<file path="src/tpio_pkg.sv">
package tpio_pkg;

    // -------------------------------------------------------------------
    // Register indices (byte address is four times the index)
    // -------------------------------------------------------------------
    localparam logic [3:0] IDX_PORT_A_DATA      = 4'h0;
    localparam logic [3:0] IDX_PORT_B_DATA      = 4'h1;
    localparam logic [3:0] IDX_PORT_C_DATA      = 4'h2;
    localparam logic [3:0] IDX_PORT_A_DIRECTION = 4'h4;
    localparam logic [3:0] IDX_PORT_B_DIRECTION = 4'h5;
    localparam logic [3:0] IDX_PORT_C_DIRECTION = 4'h6;
    localparam logic [3:0] IDX_PORT_A_PULLUP    = 4'h8;
    localparam logic [3:0] IDX_PORT_C_PULLUP    = 4'h9;
    localparam logic [3:0] IDX_KEYPAD_ENABLE    = 4'hA;
    localparam logic [3:0] IDX_OPTION_WORD_TWO  = 4'hB;

    // -------------------------------------------------------------------
    // Port widths
    // -------------------------------------------------------------------
    localparam int PA_W    = 7;
    localparam int PB_W    = 8;
    localparam int PC_W    = 3;
    localparam int PC_DIRW = 2;

    // -------------------------------------------------------------------
    // Field positions
    // -------------------------------------------------------------------
    localparam int POS_OSC_OUT_SEL = 7;  // in port C pullup register
    localparam int POS_IRQ_ENABLE  = 0;  // in option word two
    localparam int POS_OSC_MODE    = 1;  // two bits, in option word two
    localparam int POS_OSC_PIN     = 1;  // port C pin that can carry the clock
    localparam int POS_INPUT_ONLY  = 2;  // port C input-only pin

    // Oscillator mode encodings
    localparam logic [1:0] OSC_INTERNAL = 2'h0;
    localparam logic [1:0] OSC_EXTERNAL = 2'h1;
    localparam logic [1:0] OSC_RC       = 2'h2;
    localparam logic [1:0] OSC_CRYSTAL  = 2'h3;

    // -------------------------------------------------------------------
    // Values after reset
    // -------------------------------------------------------------------
    localparam logic [7:0]  RST_DIR    = 8'h00;
    localparam logic [7:0]  RST_PULLUP = 8'h00;
    localparam logic [6:0]  RST_KEYPAD = 7'h00;
    localparam logic [2:0]  RST_OPTION = 3'h0;
    localparam logic [31:0] RST_RDATA  = 32'h0000_0000;
    localparam logic [7:0]  RST_OE_N   = 8'hFF;
    localparam logic        RST_LINE   = 1'b1;
    localparam logic [7:0]  RST_SYNC   = 8'h00;

endpackage

</file>
<file path="src/tpio_ports.sv">
`timescale 1ns/1ps
// Functional notes
// [RQ1] Direction one drives latch, zero releases pin
// [RQ2] Reset clears every direction bit
// [RQ3] Reset leaves data latches untouched
// [RQ4] Output bits of port A read latch
// [RQ5] Input bits read synchronised pin level
// [RQ6] Data writes always update latches
// [RQ7] Port A has seven full pins
// [RQ8] Port B eight pins, no pullups
// [RQ9] Port C three pins, top input-only
// [RQ10] Only two lowest port C direction bits
// [RQ11] Pullup only when enabled and input
// [RQ12] Pullup enable one attaches, zero detaches
// [RQ13] Interrupt enabled forces port C bit2 zero
// [RQ14] Line level true only when interrupt enabled; the code forces line_level high while the interrupt is off
// [RQ15] Software writes latch before setting direction
// [RQ16] Keypad enable routes port A pin to interrupt
// [RQ17] Port C data at index two
// [RQ18] Oscillator select puts fast clock on pin; the code does so only in internal or RC oscillator mode
// [RQ19] Unimplemented bits read zero, ignore writes
module tpio_ports (
    input  wire logic        sys_clk,
    input  wire logic        rst,
    input  wire logic        psel,
    input  wire logic        penable,
    input  wire logic        pwrite,
    input  wire logic [31:0] paddr,
    input  wire logic [31:0] pwdata,
    input  wire logic [3:0]  pstrb,
    output logic      [31:0] prdata,
    output logic             pready,
    output logic             pslverr,
    input  wire logic [6:0]  pa_in,
    output logic      [6:0]  pa_out,
    output logic      [6:0]  pa_oe_n,
    output logic      [6:0]  pa_pull_up,
    input  wire logic [7:0]  pb_in,
    output logic      [7:0]  pb_out,
    output logic      [7:0]  pb_oe_n,
    input  wire logic [2:0]  pc_in,
    output logic      [1:0]  pc_out,
    output logic      [1:0]  pc_oe_n,
    output logic      [2:0]  pc_pull_up,
    input  wire logic        fast_osc_clock,
    output logic      [6:0]  keypad_inputs,
    output logic             line_level
);

    // ---------------------------------------------------------------
    // Pin synchronisers
    // ---------------------------------------------------------------
    // Every pin is asynchronous to sys_clk, so each gets two flops.
    // The first stage feeds only the second; nothing else reads it.
    logic [6:0] pa_meta;
    logic [6:0] pa_sync;
    logic [7:0] pb_meta;
    logic [7:0] pb_sync;
    logic [2:0] pc_meta;
    logic [2:0] pc_sync;
    logic       osc_meta;
    logic       osc_sync;

    // Port A pins
    always_ff @(posedge sys_clk or posedge rst) begin
        if (rst) begin
            pa_meta <= tpio_pkg::RST_SYNC[6:0];
            pa_sync <= tpio_pkg::RST_SYNC[6:0];
        end else begin
            pa_meta <= pa_in;
            pa_sync <= pa_meta;
        end
    end

    // Port B pins
    always_ff @(posedge sys_clk or posedge rst) begin
        if (rst) begin
            pb_meta <= tpio_pkg::RST_SYNC;
            pb_sync <= tpio_pkg::RST_SYNC;
        end else begin
            pb_meta <= pb_in;
            pb_sync <= pb_meta;
        end
    end

    // Port C pins, the input-only pin included
    always_ff @(posedge sys_clk or posedge rst) begin
        if (rst) begin
            pc_meta <= tpio_pkg::RST_SYNC[2:0];
            pc_sync <= tpio_pkg::RST_SYNC[2:0];
        end else begin
            pc_meta <= pc_in;
            pc_sync <= pc_meta;
        end
    end

    // Fast oscillator clock; sampled by sys_clk, so the copy on the
    // pin is only as fine as the system clock allows
    always_ff @(posedge sys_clk or posedge rst) begin
        if (rst) begin
            osc_meta <= tpio_pkg::RST_SYNC[0];
            osc_sync <= tpio_pkg::RST_SYNC[0];
        end else begin
            osc_meta <= fast_osc_clock;
            osc_sync <= osc_meta;
        end
    end

    // ---------------------------------------------------------------
    // Register state
    // ---------------------------------------------------------------
    logic [6:0] port_a_latch;
    logic [7:0] port_b_latch;
    logic [2:0] port_c_latch;
    logic [6:0] port_a_dir;
    logic [7:0] port_b_dir;
    logic [1:0] port_c_dir;
    logic [6:0] port_a_pull_en;
    logic [2:0] port_c_pull_en;
    logic       osc_clock_out_select;
    logic [6:0] keypad_irq_enables;
    logic       irq_enable;
    logic [1:0] osc_mode;

    // APB decode
    logic       wr_fire;
    logic       setup;
    logic [3:0] idx;
    logic       lane0;
    logic       mapped;

    assign wr_fire = psel & penable & pready & pwrite;
    assign setup   = psel & ~penable;
    assign idx     = paddr[5:2];
    // Only the low byte lane carries data; upper lanes are reserved
    assign lane0   = pstrb[0];

    // Address decode for the mapped words
    always_comb begin
        if (paddr[31:6] != 26'h0 || paddr[1:0] != 2'h0) begin
            mapped = 1'b0;
        end else if (idx == tpio_pkg::IDX_PORT_A_DATA || idx == tpio_pkg::IDX_PORT_B_DATA) begin
            mapped = 1'b1;
        end else if (idx == tpio_pkg::IDX_PORT_C_DATA || idx == tpio_pkg::IDX_PORT_A_DIRECTION) begin
            mapped = 1'b1;
        end else if (idx == tpio_pkg::IDX_PORT_B_DIRECTION || idx == tpio_pkg::IDX_PORT_C_DIRECTION) begin
            mapped = 1'b1;
        end else if (idx == tpio_pkg::IDX_PORT_A_PULLUP || idx == tpio_pkg::IDX_PORT_C_PULLUP) begin
            mapped = 1'b1;
        end else if (idx == tpio_pkg::IDX_KEYPAD_ENABLE || idx == tpio_pkg::IDX_OPTION_WORD_TWO) begin
            mapped = 1'b1;
        end else begin
            mapped = 1'b0;
        end
    end

    // ---------------------------------------------------------------
    // Data latches
    // ---------------------------------------------------------------
    // No reset term: latches hold their value across reset
    // [RQ3] latches keep value
    always_ff @(posedge sys_clk) begin
        if (wr_fire && lane0 && mapped) begin
            // [RQ6] writes always land
            if (idx == tpio_pkg::IDX_PORT_A_DATA) begin
                port_a_latch <= pwdata[6:0];
            end else if (idx == tpio_pkg::IDX_PORT_B_DATA) begin
                port_b_latch <= pwdata[7:0];
            // [RQ17] port C data word
            end else if (idx == tpio_pkg::IDX_PORT_C_DATA) begin
                port_c_latch <= pwdata[2:0];
            end
        end
    end

    // ---------------------------------------------------------------
    // Direction, pullup and option registers
    // ---------------------------------------------------------------
    // [RQ2] directions cleared
    always_ff @(posedge sys_clk or posedge rst) begin
        if (rst) begin
            port_a_dir           <= tpio_pkg::RST_DIR[6:0];
            port_b_dir           <= tpio_pkg::RST_DIR;
            port_c_dir           <= tpio_pkg::RST_DIR[1:0];
            port_a_pull_en       <= tpio_pkg::RST_PULLUP[6:0];
            port_c_pull_en       <= tpio_pkg::RST_PULLUP[2:0];
            osc_clock_out_select <= tpio_pkg::RST_PULLUP[tpio_pkg::POS_OSC_OUT_SEL];
            keypad_irq_enables   <= tpio_pkg::RST_KEYPAD;
            irq_enable           <= tpio_pkg::RST_OPTION[tpio_pkg::POS_IRQ_ENABLE];
            osc_mode             <= tpio_pkg::RST_OPTION[tpio_pkg::POS_OSC_MODE +: 2];
        end else if (wr_fire && lane0 && mapped) begin
            // Unmapped addresses must leave every register alone
            // [RQ19] unused bits dropped
            if (idx == tpio_pkg::IDX_PORT_A_DIRECTION) begin
                port_a_dir <= pwdata[6:0];
            end else if (idx == tpio_pkg::IDX_PORT_B_DIRECTION) begin
                port_b_dir <= pwdata[7:0];
            // [RQ10] two direction bits
            end else if (idx == tpio_pkg::IDX_PORT_C_DIRECTION) begin
                port_c_dir <= pwdata[1:0];
            end else if (idx == tpio_pkg::IDX_PORT_A_PULLUP) begin
                port_a_pull_en <= pwdata[6:0];
            end else if (idx == tpio_pkg::IDX_PORT_C_PULLUP) begin
                port_c_pull_en       <= pwdata[2:0];
                osc_clock_out_select <= pwdata[tpio_pkg::POS_OSC_OUT_SEL];
            end else if (idx == tpio_pkg::IDX_KEYPAD_ENABLE) begin
                keypad_irq_enables <= pwdata[6:0];
            end else if (idx == tpio_pkg::IDX_OPTION_WORD_TWO) begin
                irq_enable <= pwdata[tpio_pkg::POS_IRQ_ENABLE];
                osc_mode   <= pwdata[tpio_pkg::POS_OSC_MODE +: 2];
            end
        end
    end

    // ---------------------------------------------------------------
    // Read mux
    // ---------------------------------------------------------------
    logic [7:0] pa_view;
    logic [7:0] pb_view;
    logic [7:0] pc_view;
    logic [7:0] rd_byte;

    // Per bit: latch when output, synchronised pin when input
    always_comb begin
        // [RQ4] output bits read latch
        // [RQ5] input bits read pin
        pa_view = {1'b0, (port_a_dir & port_a_latch) | (~port_a_dir & pa_sync)};
        pb_view = (port_b_dir & port_b_latch) | (~port_b_dir & pb_sync);
        pc_view = 8'h00;
        pc_view[1:0] = (port_c_dir & port_c_latch[1:0]) | (~port_c_dir & pc_sync[1:0]);
        // [RQ13] bit2 masked by interrupt
        pc_view[tpio_pkg::POS_INPUT_ONLY] = irq_enable ? 1'b0 : pc_sync[tpio_pkg::POS_INPUT_ONLY];
    end

    // Read decode; unmapped words read zero
    always_comb begin
        rd_byte = 8'h00;
        if (idx == tpio_pkg::IDX_PORT_A_DATA) begin
            rd_byte = pa_view;
        end else if (idx == tpio_pkg::IDX_PORT_B_DATA) begin
            rd_byte = pb_view;
        end else if (idx == tpio_pkg::IDX_PORT_C_DATA) begin
            rd_byte = pc_view;
        end else if (idx == tpio_pkg::IDX_PORT_A_DIRECTION) begin
            rd_byte = {1'b0, port_a_dir};
        end else if (idx == tpio_pkg::IDX_PORT_B_DIRECTION) begin
            rd_byte = port_b_dir;
        end else if (idx == tpio_pkg::IDX_PORT_C_DIRECTION) begin
            rd_byte = {6'h00, port_c_dir};
        end else if (idx == tpio_pkg::IDX_PORT_A_PULLUP) begin
            rd_byte = {1'b0, port_a_pull_en};
        end else if (idx == tpio_pkg::IDX_PORT_C_PULLUP) begin
            rd_byte = {osc_clock_out_select, 4'h0, port_c_pull_en};
        end else if (idx == tpio_pkg::IDX_KEYPAD_ENABLE) begin
            rd_byte = {1'b0, keypad_irq_enables};
        end else if (idx == tpio_pkg::IDX_OPTION_WORD_TWO) begin
            rd_byte = {5'h00, osc_mode, irq_enable};
        end
    end

    // ---------------------------------------------------------------
    // APB answer
    // ---------------------------------------------------------------
    // Answer is prepared in setup so the access phase ends in one cycle
    // Reads and writes alike answer at once; there are no wait states
    always_ff @(posedge sys_clk or posedge rst) begin
        if (rst) begin
            prdata  <= tpio_pkg::RST_RDATA;
            pready  <= 1'b0;
            pslverr <= 1'b0;
        end else if (setup) begin
            prdata  <= (mapped && !pwrite) ? {24'h00_0000, rd_byte} : tpio_pkg::RST_RDATA;
            pready  <= 1'b1;
            pslverr <= ~mapped;
        end else begin
            prdata  <= tpio_pkg::RST_RDATA;
            pready  <= 1'b0;
            pslverr <= 1'b0;
        end
    end

    // ---------------------------------------------------------------
    // Pin drivers
    // ---------------------------------------------------------------
    logic osc_on_pin;

    // Clock only reaches the pin with internal or RC oscillator
    // [RQ18] oscillator clock out
    assign osc_on_pin = osc_clock_out_select &&
                        (osc_mode == tpio_pkg::OSC_INTERNAL || osc_mode == tpio_pkg::OSC_RC);

    // Registered pad data; latches pass through one flop stage.
    // Drive data may be unknown after power-up, but enables stay off.
    // [RQ1] pin drives latch
    always_ff @(posedge sys_clk) begin
        pa_out    <= port_a_latch;
        pb_out    <= port_b_latch;
        pc_out[0] <= port_c_latch[0];
        // Oscillator output overrides the latch on the middle pin
        pc_out[1] <= osc_on_pin ? osc_sync : port_c_latch[1];
    end

    // ---------------------------------------------------------------
    // Output enables and pullups
    // ---------------------------------------------------------------
    // Setting a direction before its latch can glitch the pin; that
    // order is up to software, the pads simply follow both registers.

    // Port A pads
    always_ff @(posedge sys_clk or posedge rst) begin
        if (rst) begin
            pa_oe_n    <= tpio_pkg::RST_OE_N[6:0];
            pa_pull_up <= tpio_pkg::RST_PULLUP[6:0];
        end else begin
            // [RQ7] seven port A pins
            // [RQ1] enable follows direction
            pa_oe_n    <= ~port_a_dir;
            // [RQ11] pullup off when output
            // [RQ12] enable attaches pullup
            pa_pull_up <= port_a_pull_en & ~port_a_dir;
        end
    end

    // Port B pads have no pullup; an input pin simply floats
    always_ff @(posedge sys_clk or posedge rst) begin
        if (rst) begin
            pb_oe_n <= tpio_pkg::RST_OE_N;
        end else begin
            // [RQ8] eight pins, no pullup
            pb_oe_n <= ~port_b_dir;
        end
    end

    // Port C pads
    always_ff @(posedge sys_clk or posedge rst) begin
        if (rst) begin
            pc_oe_n    <= tpio_pkg::RST_OE_N[1:0];
            pc_pull_up <= tpio_pkg::RST_PULLUP[2:0];
        end else begin
            // [RQ9] bit2 never driven
            pc_oe_n[0]    <= ~port_c_dir[0];
            // Oscillator output needs the driver on even for an input
            pc_oe_n[1]    <= ~(port_c_dir[1] | osc_on_pin);
            // [RQ11] pullup off when driven
            pc_pull_up[0] <= port_c_pull_en[0] & ~port_c_dir[0];
            pc_pull_up[1] <= port_c_pull_en[1] & ~port_c_dir[1] & ~osc_on_pin;
            // Input-only pin takes its pullup whatever the direction
            pc_pull_up[2] <= port_c_pull_en[2];
        end
    end

    // ---------------------------------------------------------------
    // Keypad routing and interrupt line level
    // ---------------------------------------------------------------
    // [RQ16] keypad pins gated
    always_ff @(posedge sys_clk or posedge rst) begin
        if (rst) begin
            keypad_inputs <= tpio_pkg::RST_KEYPAD;
        end else begin
            keypad_inputs <= keypad_irq_enables & pa_sync;
        end
    end

    // Branches see the pin only while the interrupt is on; otherwise
    // the line reads high, so a branch on low is never taken
    // [RQ14] level or forced high
    always_ff @(posedge sys_clk or posedge rst) begin
        if (rst) begin
            line_level <= tpio_pkg::RST_LINE;
        end else begin
            line_level <= irq_enable ? pc_sync[tpio_pkg::POS_INPUT_ONLY] : 1'b1;
        end
    end

endmodule

</file>
<file path="config.mk">
export PLATFORM = sky130hd
export DESIGN_NAME = tpio_ports
export DESIGN_NICKNAME = d
export VERILOG_FILES = /design/src/tpio_pkg.sv /design/src/tpio_ports.sv
export SDC_FILE = /design/constraint.sdc
export NUM_CORES = 1
export LEC_CHECK = 0
export ABC_AREA = 0
export BUFFER_PORTS_ARGS = -buffer_cell sky130_fd_sc_hd__buf_4
export CAP_MARGIN = 30
export CORE_AREA = 2 2 142 172
export CTS_CLUSTER_DIAMETER = 80
export DETAILED_ROUTE_END_ITERATION = 6
export DIE_AREA = 0 0 144 174
export HOLD_SLACK_MARGIN = 0.15
export SYNTH_ARGS = -nofsm -noshare
export SYNTH_HDL_FRONTEND = slang
export SYNTH_SLANG_ARGS = --single-unit
</file>
<file path="constraint.sdc">
create_clock -name sys_clk -period 6.4 [get_ports sys_clk]
set_input_delay 0 -clock sys_clk [delete_from_list [all_inputs] [get_ports sys_clk]]
set_output_delay 0 -clock sys_clk [all_outputs]
set_load 0.03 [all_outputs]
</file>
# == After elaboration in Yosys (flattened, before gate mapping) ==
# Cells that the tools add are included.
# classes
eq_ne,10
n_bitwise,36
mux,23
reduce_logical,26
# op_table
operator,count
$mux W8,10
$and A7 B7 Y7,4
$reduce_bool A26 Y1,1
$and A8 B8 Y8,2
$eq A4 B4 Y1 const B,4
$not A1 Y1,14
$eq A4 B3 Y1 const B,3
$mux W1,11
$not A8 Y8,1
$or A8 B8 Y8,1
$reduce_and A4 Y1,2
$reduce_and A8 Y1,1
$and A1 B1 Y1,7
$logic_or A1 B1 Y1,7
$mux W7,1
$not A7 Y7,1
$or A7 B7 Y7,1
$reduce_and A7 Y1,1
$reduce_and A3 Y1,2
$reduce_and A6 Y1,1
$reduce_and A5 Y1,1
$and A2 B2 Y2,2
$eq A4 B1 Y1 const B,1
$eq A4 B2 Y1 const B,1
11 further kinds,15
# totals
reg_bits,179
out_inout_bits,86
in_bits,92
word_cells,128

# == Depth between registers and ports, before layout ==
# Gate-level depths: netlist of run 1.
# logic_depth
depth_word,13
ltp_mapped,7
ltp_nobuf,5

# == Worst setup path before layout of run 1 ==
# No wires, ideal clock.
# synth_path
path_type,register to register
start,register pready
end,register port_b_dir[0]
stages_incl_launch_ff,5
slack_ps,4668
required_time_ps,6275
synth_period_minus_slack_ps,1732
n_path_buf,0
setup_time_ps,125
arrival_ps,1607
path_cell_list,dfrtp_1 -> nand3_1 -> nor4_4 -> nand3_2 -> mux2_2
# synth_via
elab_chain_cells,5
# synth_rtl
item,line,rtl
start: declaration,tpio_ports.sv:32,"output logic pready,"
start signal: assignment,tpio_ports.sv:269,pready <= 1'b0;
start signal: assignment,tpio_ports.sv:273,pready <= 1'b1;
start signal: assignment,tpio_ports.sv:277,pready <= 1'b0;
$and A1 B1 Y1 (2 in a row),tpio_ports.sv:132,assign wr_fire = psel & penable & pready & pwrite;
$logic_and A1 B1 Y1 (2 in a row),tpio_ports.sv:191,end else if (wr_fire && lane0 && mapped) begin
$reduce_and A3 Y1 (no line),n/a,
end signal: assignment,tpio_ports.sv:183,port_b_dir <= tpio_pkg::RST_DIR;
end signal: assignment,tpio_ports.sv:197,port_b_dir <= pwdata[7:0];
end: declaration,tpio_ports.sv:116,logic [7:0] port_b_dir;
# Every way passes these cells.
# A chain may end at the register's enable or synchronous reset.

# == Worst setup path after layout of run 1 ==
# layout_path
start,input paddr[27]
end,register prdata[1]
# layout_via
elab_chain_cells,6
# layout_rtl
item,line,rtl
start: declaration,tpio_ports.sv:28,"input wire logic [31:0] paddr,"
$reduce_bool A26 Y1,tpio_ports.sv:140,if (paddr[31:6] != 26'h0 || paddr[1:0] != 2'h0) begin
$logic_or A1 B1 Y1,tpio_ports.sv:140,
$mux W1,tpio_ports.sv:140,
$logic_and A1 B1 Y1,tpio_ports.sv:272,"prdata <= (mapped && !pwrite) ? {24'h00_0000, rd_byte} : tpio_pkg::RST_RDATA;"
$mux W8,tpio_ports.sv:272,
$mux W8,tpio_ports.sv:271,end else if (setup) begin
end signal: assignment,tpio_ports.sv:268,prdata <= tpio_pkg::RST_RDATA;
end signal: assignment,tpio_ports.sv:272,
end signal: assignment,tpio_ports.sv:276,prdata <= tpio_pkg::RST_RDATA;
end: declaration,tpio_ports.sv:31,"output logic [31:0] prdata,"
# Every way passes these cells.

==> flow_summary.json, run 1 <==
{
  "numCtsBuffers": 17,
  "setup_ws_ns": 3.41,
  "worstHoldStart": "paddr[3]",
  "syn_inst": 417,
  "drive_gt1_share_pct": 38.9,
  "min_to": "prdata[5]$_DFF_PP0_",
  "r2r_cells": 4,
  "required_ns": 6.66,
  "min_path_cells": 4,
  "hold_class": "in -> reg",
  "clock-root-buffer": "clkbuf_16",
  "ys.flop_type": "dfrtp_1",
  "status": "completed",
  "critical_path.slowest_cell": "dlygate4sd3_1",
  "dp_hpwl_mm": 9.89,
  "insertion_delay_ns": 0.42,
  "cts_sinks": 155,
  "clk_pin_slew_ns": 0.06,
  "avgSynthCellArea_um2": 13.8,
  "wl_met3_um": 670,
  "finalSetupTns_ns": 0,
  "drt_wl_total_mm": 14.5,
  "drv_cap": 0,
  "ys_seq_area_share_pct": 67.9,
  "worst_path_most_repeated_cell": "dlygate4sd3_1",
  "setup_violations": 0,
  "htreeDepth": 4,
  "die_width_um": 144,
  "ys_warn_count": 0,
  "antenna_found_initial": 0,
  "overflow": 0,
  "first_pass_iters": 4,
  "ir_worst_vdd_uv": 127,
  "utilization_pct": 33.9,
  "cts_setup_buffers": 0,
  "grt_max_degree": 67,
  "end_kind": "flip-flop",
  "die_h_um": 174,
  "skew_ns": 0.0130,
  "final_nets": 681,
  "grt_pass1_wl_mm": 22.5,
  "worst_pin_slew_ns": 0.816,
  "fin_crit_sh_pct": 46.7,
  "drt-initial-drc-count": 201,
  "gp_congestion": 0.800,
  "viasPerCell": 4.07,
  "cp-start-kind": "input port",
  "rsz0062_at_grt": "false",
  "drcViolationCount": 0,
  "synth_seq_cells": 155,
  "ys_types": 45,
  "routed.top_layer": "met4",
  "cts_resized": 0,
  "synth-async-reset-ratio_pct": 78.1,
  "synth-edff-count": 17,
  "clock_path_buffers": 2,
  "via_count": 3755,
  "dieArea_um2": 25100,
  "syn2layout_area_growth_pct": 38.6,
  "drtAntennaViolNets": 0,
  "avgRoutedWirePerCell_um": 15.7,
  "fmax_mhz": 335,
  "cts_tree": "yes",
  "p_total_mw": 2.17,
  "grt_pass1_vias": 3932,
  "r2r_end": "keypad_irq_enables[5]$_DFFE_PP0P_",
  "worstPathArrival_ns": 3.25,
  "core-area_um2": 23500,
  "netlist_area_um2": 5750,
  "routed-wl-met2_mm": 7.40,
  "worstSetupPathType": "in -> reg",
  "track_usage_pct": 11.9,
  "antenna_cells": 0,
  "finalHoldViolations": 0,
  "dpl_worst_slack_ns": 4.06,
  "relSlewSlack_pct": 45.6,
  "r2r_start": "pready$_DFF_PP0_",
  "fin_crit_ns": 2.99,
  "crit_path_cell_trace": "dlygate4sd3_1 -> buf_4 -> nor4_1 -> dlygate4sd3_1 -> nand3_1 -> dlygate4sd3_1 -> nor3_1 -> nand2_1 -> a2111oi_0",
  "route.layer.met1.wl_mm": 5.97,
  "initial_core_util_pct": 24.5,
  "postCtsHoldBufs": 38,
  "regToRegSetupSlack_ns": 4.45,
  "critPathMaxStageDelay_ns": 0.60,
  "p_leak_nw": 3.57,
  "crit_fanout": 8,
  "power.density_nw_per_um2": 272,
  "port_buffers": 126,
  "row_count": 62,
  "slew_viol_final": 0,
  "pin_count": 178
}
==> per-stage QoR <==
step | hold WS (ns) | instances | area (um^2)
finish | 0.208 | 922 | 7970
global route | 0.223 | 922 | 7970
CTS | 0.183 | 922 | 7970
detailed placement | 0.110 | 852 | 6980
global placement | 0.110 | 850 | 6960
floorplan | 0.0314 | 440 | 5840
==> layout make-up <==
type	count	area (um^2)
clock buffer	17	425
clock inverter	15	185
fill	2322	15500
inverter	21	81.3
multi-input combinational	226	1620
sequential	155	3900
tap	320	400
timing repair buffer	168	1350
==> power breakdown <==
part	switching [mW]	total, mW	internal (mW)	leakage (nW)
clock	0.435	1.03	0.591	0.294
combinational	0.0793	0.134	0.0542	1.44
sequential	0.00360	1.01	1.01	1.83
==> placed cells by master, fill, tap and decap left out, types with 9 or more instances in the layout <==
cell type / n
dfstp_2: 18
mux2_2: 42
dfrtp_1: 103
o22ai_1: 10
a21oi_1: 21
mux2i_1: 16
conb_1: 24
dfxtp_1: 17
edfxtp_1: 17
clkbuf_16: 17
dlygate4sd3_1: 38
nand3_1: 11
nor2_1: 15
inv_1: 20
nor2b_1: 14
nor4_1: 9
buf_4: 129
==> worst max-delay path by stage <==
stage               depth (start not counted)  slack (ns)                           endpoint  startpoint
floorplan                                   1        3.22             irq_enable$_DFFE_PP0P_         rst
CTS                                         9        3.50                prdata[1]$_DFF_PP0_   paddr[27]
finish                                      9        3.41                prdata[1]$_DFF_PP0_   paddr[27]
global route                                9        3.20                prdata[1]$_DFF_PP0_   paddr[27]
detailed placement                          6        4.06  keypad_irq_enables[5]$_DFFE_PP0P_   paddr[19]
global placement                            6        4.04          port_b_dir[3]$_DFFE_PP0P_    paddr[7]
==> cell usage after synthesis (all sizes together) (2+ instances only) <==
cell	number	area, um^2
nand4	2	12.5
o21ai	6	30.0
edfxtp	17	510
inv	21	78.8
nand3	15	95.1
nor2b	14	87.6
and2	9	57.6
mux2i	16	160
nand2	6	22.5
dfstp	18	473
o311ai	2	17.5
nor3b	3	22.5
a221oi	3	26.3
mux2	42	473
nor2	15	56.3
a21oi	21	105
buf	27	194
nor4	10	77.6
nor3	4	20.0
dfxtp	17	340
nand2b	8	50.1
and3	3	22.5
o22ai	10	62.6
clkbuf	11	42.5
dfrtp	103	2580
==> cells by family (layout without fill, tap and decap cells) <==
group                  Yosys count  count (layout)  share of synthesized area, %
DFF                            155             155                          67.9
other                            1              24                        0.0652
AOI/OAI and AO/OA               51              51                          5.55
buffers and inverters           59             221                          5.48
and+or+nand+nor                 92              92                          9.64
muxes                           59              59                          11.4
==> state kept, by name (all words and copies together), names as in the netlist, 7 cells and up <==
register and flops:
pb_meta 8, pb_oe_n 8, pb_out 8, pb_sync 8
port_b_dir 8, port_b_latch 8, prdata 8, keypad_inputs 7
keypad_irq_enables 7, pa_meta 7, pa_oe_n 7, pa_out 7
pa_pull_up 7, pa_sync 7, port_a_dir 7, port_a_latch 7
port_a_pull_en 7
==> worst max-delay path: cells and delay by family <==
family	cells	cell delay, ns
AND/OR/NAND/NOR	4	0.87
buffers and inverters	4	1.87
AO/OA/AOI/OAI	1	0.51
==> routing by layer <==
layer	vias up	track usage, %
li1	1763	-
met1	1857	14.8
met2	110	19.6
met3	25	2.40
met4	0	6.09
met5	-	0
Power figures use the tool's default switching activity.
==> inputs of run 2 (changes only) <==
Settings changed: ABC_AREA 0 to 1, CORE_AREA 2 2 142 172 to 2 2 143 173, DIE_AREA 0 0 144 174 to 0 0 145 175.
Clock period 6.4 ns to 3 ns, I/O delays scaled along.
==> flow_summary.json, run 2 <==
{
  "drv_cap": 0,
  "pin_count": 178,
  "synth-async-reset-ratio_pct": 78.1,
  "finalSetupTns_ns": 0,
  "clock_path_buffers": 2,
  "startpoint": "paddr[0]",
  "synth-edff-count": 17,
  "cts_tree": "yes",
  "htreeDepth": 4,
  "status": "completed",
  "p_leak_nw": 3.99,
  "overflow": 0,
  "yosysMostFrequentCell": "nand2_1",
  "worst_pin_slew_ns": 0.622,
  "via_count": 4337,
  "crit_fanout": 4,
  "synth_top_area_share_pct": 44.3,
  "cts_setup_buffers": 0,
  "setup_violations": 0,
  "clock-root-buffer": "clkbuf_16",
  "die_h_um": 175,
  "port_buffers": 126,
  "worstHoldStart": "paddr[1]",
  "ys_seq_area_share_pct": 67.1,
  "syn2layout_area_growth_pct": 40.7,
  "antenna_cells": 0,
  "power.density_nw_per_um2": 568,
  "syn_inst": 549,
  "grt_pass1_wl_mm": 23.8,
  "finalHoldViolations": 0,
  "grt_max_degree": 61,
  "cts_resized": 0,
  "core-area_um2": 23700,
  "synth_area_leaders": "dfrtp_1 (44%), edfxtp_1 (8.8%), dfstp_2 (8.1%)",
  "synth_seq_cells": 155,
  "final_nets": 833,
  "required_ns": 3.37,
  "met2_usage_pct": 20.4,
  "avgSynthCellArea_um2": 10.6,
  "first_pass_iters": 5,
  "layout_commonest_cell": "buf_4",
  "end_kind": "flip-flop",
  "met1_usage_pct": 15.1,
  "track_usage_pct": 12.4,
  "use_met3_pct": 3.84,
  "postCtsHoldBufs": 45,
  "yosys-top-cells-count": "nand2_1 (122), dfrtp_1 (103), nor2_1 (72)",
  "regToRegSetupSlack_ns": 0.60,
  "drive_gt1_share_pct": 26.9,
  "fin_crit_ns": 2.82,
  "drtAntennaViolNets": 0,
  "drt-initial-drc-count": 237,
  "grt_pass1_vias": 4300,
  "skew_ns": 0.00601,
  "initial_core_util_pct": 24.6,
  "ir_worst_vdd_uv": 358,
  "dp_hpwl_mm": 10.9,
  "ys.flop_type": "dfrtp_1",
  "dieArea_um2": 25400,
  "placed_area_um2": 7120,
  "netlist_area_um2": 5810,
  "rsz0062_at_grt": "false",
  "yosysTopAreaCell": "dfrtp_1",
  "slew_viol_final": 0,
  "cts_sinks": 155,
  "p_total_mw": 4.65,
  "fmax_mhz": 355,
  "avgRoutedWirePerCell_um": 14.2,
  "worstSetupPathType": "in -> reg",
  "fin_crit_sh_pct": 94.0,
  "row_count": 62,
  "ys_types": 36,
  "insertion_delay_ns": 0.43,
  "r2r_start": "pready$_DFF_PP0_",
  "ys_warn_count": 0,
  "antenna_found_initial": 0,
  "fin_area_um2": 8180,
  "viasPerCell": 4.04,
  "cp-start-kind": "input port",
  "gp_congestion": 0.818,
  "drcViolationCount": 0,
  "hold_class": "in -> reg",
  "final_cell_mix": "buf_4 (133), nand2_1 (122), dfrtp_1 (103)",
  "top_usage_layer": "met2",
  "drt_wl_total_mm": 15.2,
  "numCtsBuffers": 17,
  "die_width_um": 145,
  "worstPathArrival_ns": 3.19,
  "relSlewSlack_pct": 58.5,
  "clk_pin_slew_ns": 0.06
}
[run 2: logic make-up (layout without fill, tap and decap cells)]
logic type             Yosys count  in the layout  synth area share (%)
AO/OA/AOI/OAI                   55             55                  5.19
buffers and inverters           86            268                  7.43
flip-flops                     155            155                  67.1
multiplexers                     5              5                 0.861
other                            1             24                0.0645
AND/OR/NAND/NOR                247            247                  19.3
[run 2: path summary, 6_finish.rpt]
check | cells past startpoint | endpoint
hold / removal | 7 | port_c_dir[1]$_DFFE_PP0P_
max in group asynchronous | 6 | pb_oe_n[6]$_DFF_PP1_
setup reg to reg | 7 | keypad_irq_enables[3]$_DFFE_PP0P_
setup / recovery | 10 | keypad_irq_enables[3]$_DFFE_PP0P_
min in group asynchronous | 4 | pc_sync[2]$_DFF_PP0_
hold reg to reg | 0 | pa_sync[4]$_DFF_PP0_
[run 2: final cells by class]
type,count,area [um^2]
inverter,56,214
timing repair buffer,180,1490
clock inverter,13,166
tap,320,400
sequential,155,3900
clock buffer,19,443
fill,2386,15500
multi-input combinational,331,1570
[run 2: critical path, cell delays in order]
cell	delay (ns)
dlygate4sd3_1	0.54
buf_4	0.13
nor2_1	0.06
dlygate4sd3_1	0.56
nand3_2	0.14
dlygate4sd3_1	0.63
nor3_4	0.28
dlygate4sd3_1	0.66
nand4_1	0.09
nand2_1	0.09
[run 2: layer usage]
metal,vias to the layer above,wire length [um]
met1,2074,6490
met3,16,991
met5,-,0
li1,2098,-
met2,149,7470
met4,0,282
[run 2: power breakdown]
part	leakage, nW	switching [mW]	internal, mW
combinational	1.97	0.161	0.115
clock	0.292	0.877	1.34
sequential	1.73	0.00864	2.15
total	3.99	1.05	3.60
[run 2: through the flow]
step                cells  utilization, %  hold slack [ns]  setup slack, ns
global route         1074            34.6            0.209           0.0925
detailed placement    997            30.1           0.0210             1.12
floorplan             572               -           0.0314             1.17
CTS                  1074            34.6            0.173            0.193
finish               1074            34.6            0.178            0.181
global placement      996            30.0            0.110             1.16
==> inputs of run 3 (changes only) <==
Settings changed: SLEW_MARGIN set to 20.
Clock period 3 ns to 2.7 ns, I/O delays scaled along.
==> flow_summary.json, run 3 (synthesized netlist as in run 2, its figures left out) <==
{
  "first_pass_iters": 6,
  "fin_area_um2": 8290,
  "pin_count": 178,
  "clock_path_buffers": 2,
  "hold_class": "in -> async",
  "setup_ws_ns": 0.244,
  "fmax_mhz": 407,
  "syn2layout_area_growth_pct": 42.6,
  "insertion_delay_ns": 0.43,
  "drt-initial-drc-count": 207,
  "instances_no_fill": 1087,
  "cts_resized": 0,
  "numCtsBuffers": 17,
  "required_ns": 3.04,
  "dp.cells": 998,
  "grt_max_degree": 37,
  "hold_slack_ns": 0.134,
  "drt_wl_total_mm": 15.7,
  "end_kind": "flip-flop",
  "fin_crit_ns": 2.46,
  "power.density_nw_per_um2": 609,
  "initial_core_util_pct": 24.6,
  "dpl_worst_slack_ns": 0.918,
  "final_nets": 846,
  "p_leak_nw": 4.05,
  "htreeDepth": 4,
  "p_total_mw": 5.05,
  "cts_sinks": 155,
  "placed_area_um2": 7130,
  "row_count": 62,
  "dieArea_um2": 25400,
  "avgRoutedWirePerCell_um": 14.5,
  "die_width_um": 145,
  "rsz0062_at_grt": "false",
  "cp-start-kind": "input port",
  "worstSetupPathType": "in -> reg",
  "cts_setup_buffers": 0,
  "track_usage_pct": 12.8,
  "worst_pin_slew_ns": 0.581,
  "cts_tree": "yes",
  "drive_gt1_share_pct": 26.6,
  "skew_ns": 0.00844,
  "drtAntennaViolNets": 0,
  "clock-root-buffer": "clkbuf_16",
  "clk_pin_slew_ns": 0.06,
  "slew_viol_final": 0,
  "final_cell_mix": "buf_4 (134), nand2_1 (122), dfrtp_1 (103)",
  "viasPerCell": 4.03,
  "relSlewSlack_pct": 61.2,
  "gp_congestion": 0.836,
  "layout_commonest_cell": "buf_4",
  "grt_pass1_wl_mm": 24.6,
  "dp_hpwl_mm": 11.0,
  "port_buffers": 126,
  "via_count": 4386,
  "antenna_cells": 0,
  "fin_crit_sh_pct": 91.0,
  "finalHoldViolations": 0,
  "overflow": 0,
  "ir_worst_vdd_uv": 448,
  "setup_violations": 0,
  "drcViolationCount": 0,
  "core-area_um2": 23700,
  "status": "completed",
  "grt_pass1_vias": 4512,
  "antenna_found_initial": 0,
  "worstPathArrival_ns": 2.79,
  "crit_fanout": 5,
  "die_h_um": 175,
  "finalSetupTns_ns": 0,
  "drv_cap": 0,
  "utilization_pct": 35.0
}
## run 3: cell types whose count changed in the layout (fill, tap and decap cells not counted), sizes merged
cell | previous run | this run
dlygate4sd3 | 45 | 56
buf | 135 | 137
clkbuf | 19 | 21
inv | 56 | 54
bufinv | 3 | 2
clkinv | 7 | 8
## run 3: report_power, final
part / switching (mW) / leakage, nW / internal [mW]
logic: 0.186 / 2.04 / 0.145
clock network: 0.940 / 0.277 / 1.38
registers: 0.0101 / 1.73 / 2.39
## run 3: critical path: stages
cell           delay [ns]
dlygate4sd3_1        0.54
buf_4                0.14
nor2_1               0.07
dlygate4sd3_1        0.56
nand2_1              0.06
nor2_1               0.19
nand3_4              0.14
nor2_8               0.18
dlygate4sd3_1        0.61
o211ai_1             0.12
a21oi_1              0.18
## run 3: final cells by class
cell class                 count  area [um^2]
fill                        2397        15400
inverter                      56          214
timing repair buffer         193         1630
sequential                   155         3900
clock inverter                11          121
clock buffer                  21          450
multi-input combinational    331         1570
tap                          320          400
## run 3: path summary, 6_finish.rpt
path	from	endpoint	slack (ns)	depth (start not counted)
max in group asynchronous	rst	pa_oe_n[4]$_DFF_PP1_	1.77	5
setup reg to reg	pready$_DFF_PP0_	port_a_pull_en[5]$_DFFE_PP0P_	0.34	7
hold reg to reg	osc_meta$_DFF_PP0_	osc_sync$_DFF_PP0_	0.35	0
setup / recovery	paddr[10]	prdata[0]$_DFF_PP0_	0.24	11
min in group sys_clk	paddr[22]	port_a_pull_en[3]$_DFFE_PP0P_	0.16	8
hold / removal	rst	pb_meta[1]$_DFF_PP0_	0.13	3
## run 3: per-layer routing
layer  routed length, um  global-route usage, %  up-vias  part of all wire [%]
li1                    -                      -     2122                     -
met1                6580                   14.9     2091                    42
met2                7810                   21.9      154                    50
met3                1020                   4.20       19                   6.5
met4                 312                   5.36        0                   2.0
met5                   0                      0        -                     0
## run 3: what timing repair did
action,4_1_cts,5_1_grt
hold endpoints to repair,105,0
setup endpoints to repair,0,0
hold buffers,56,0
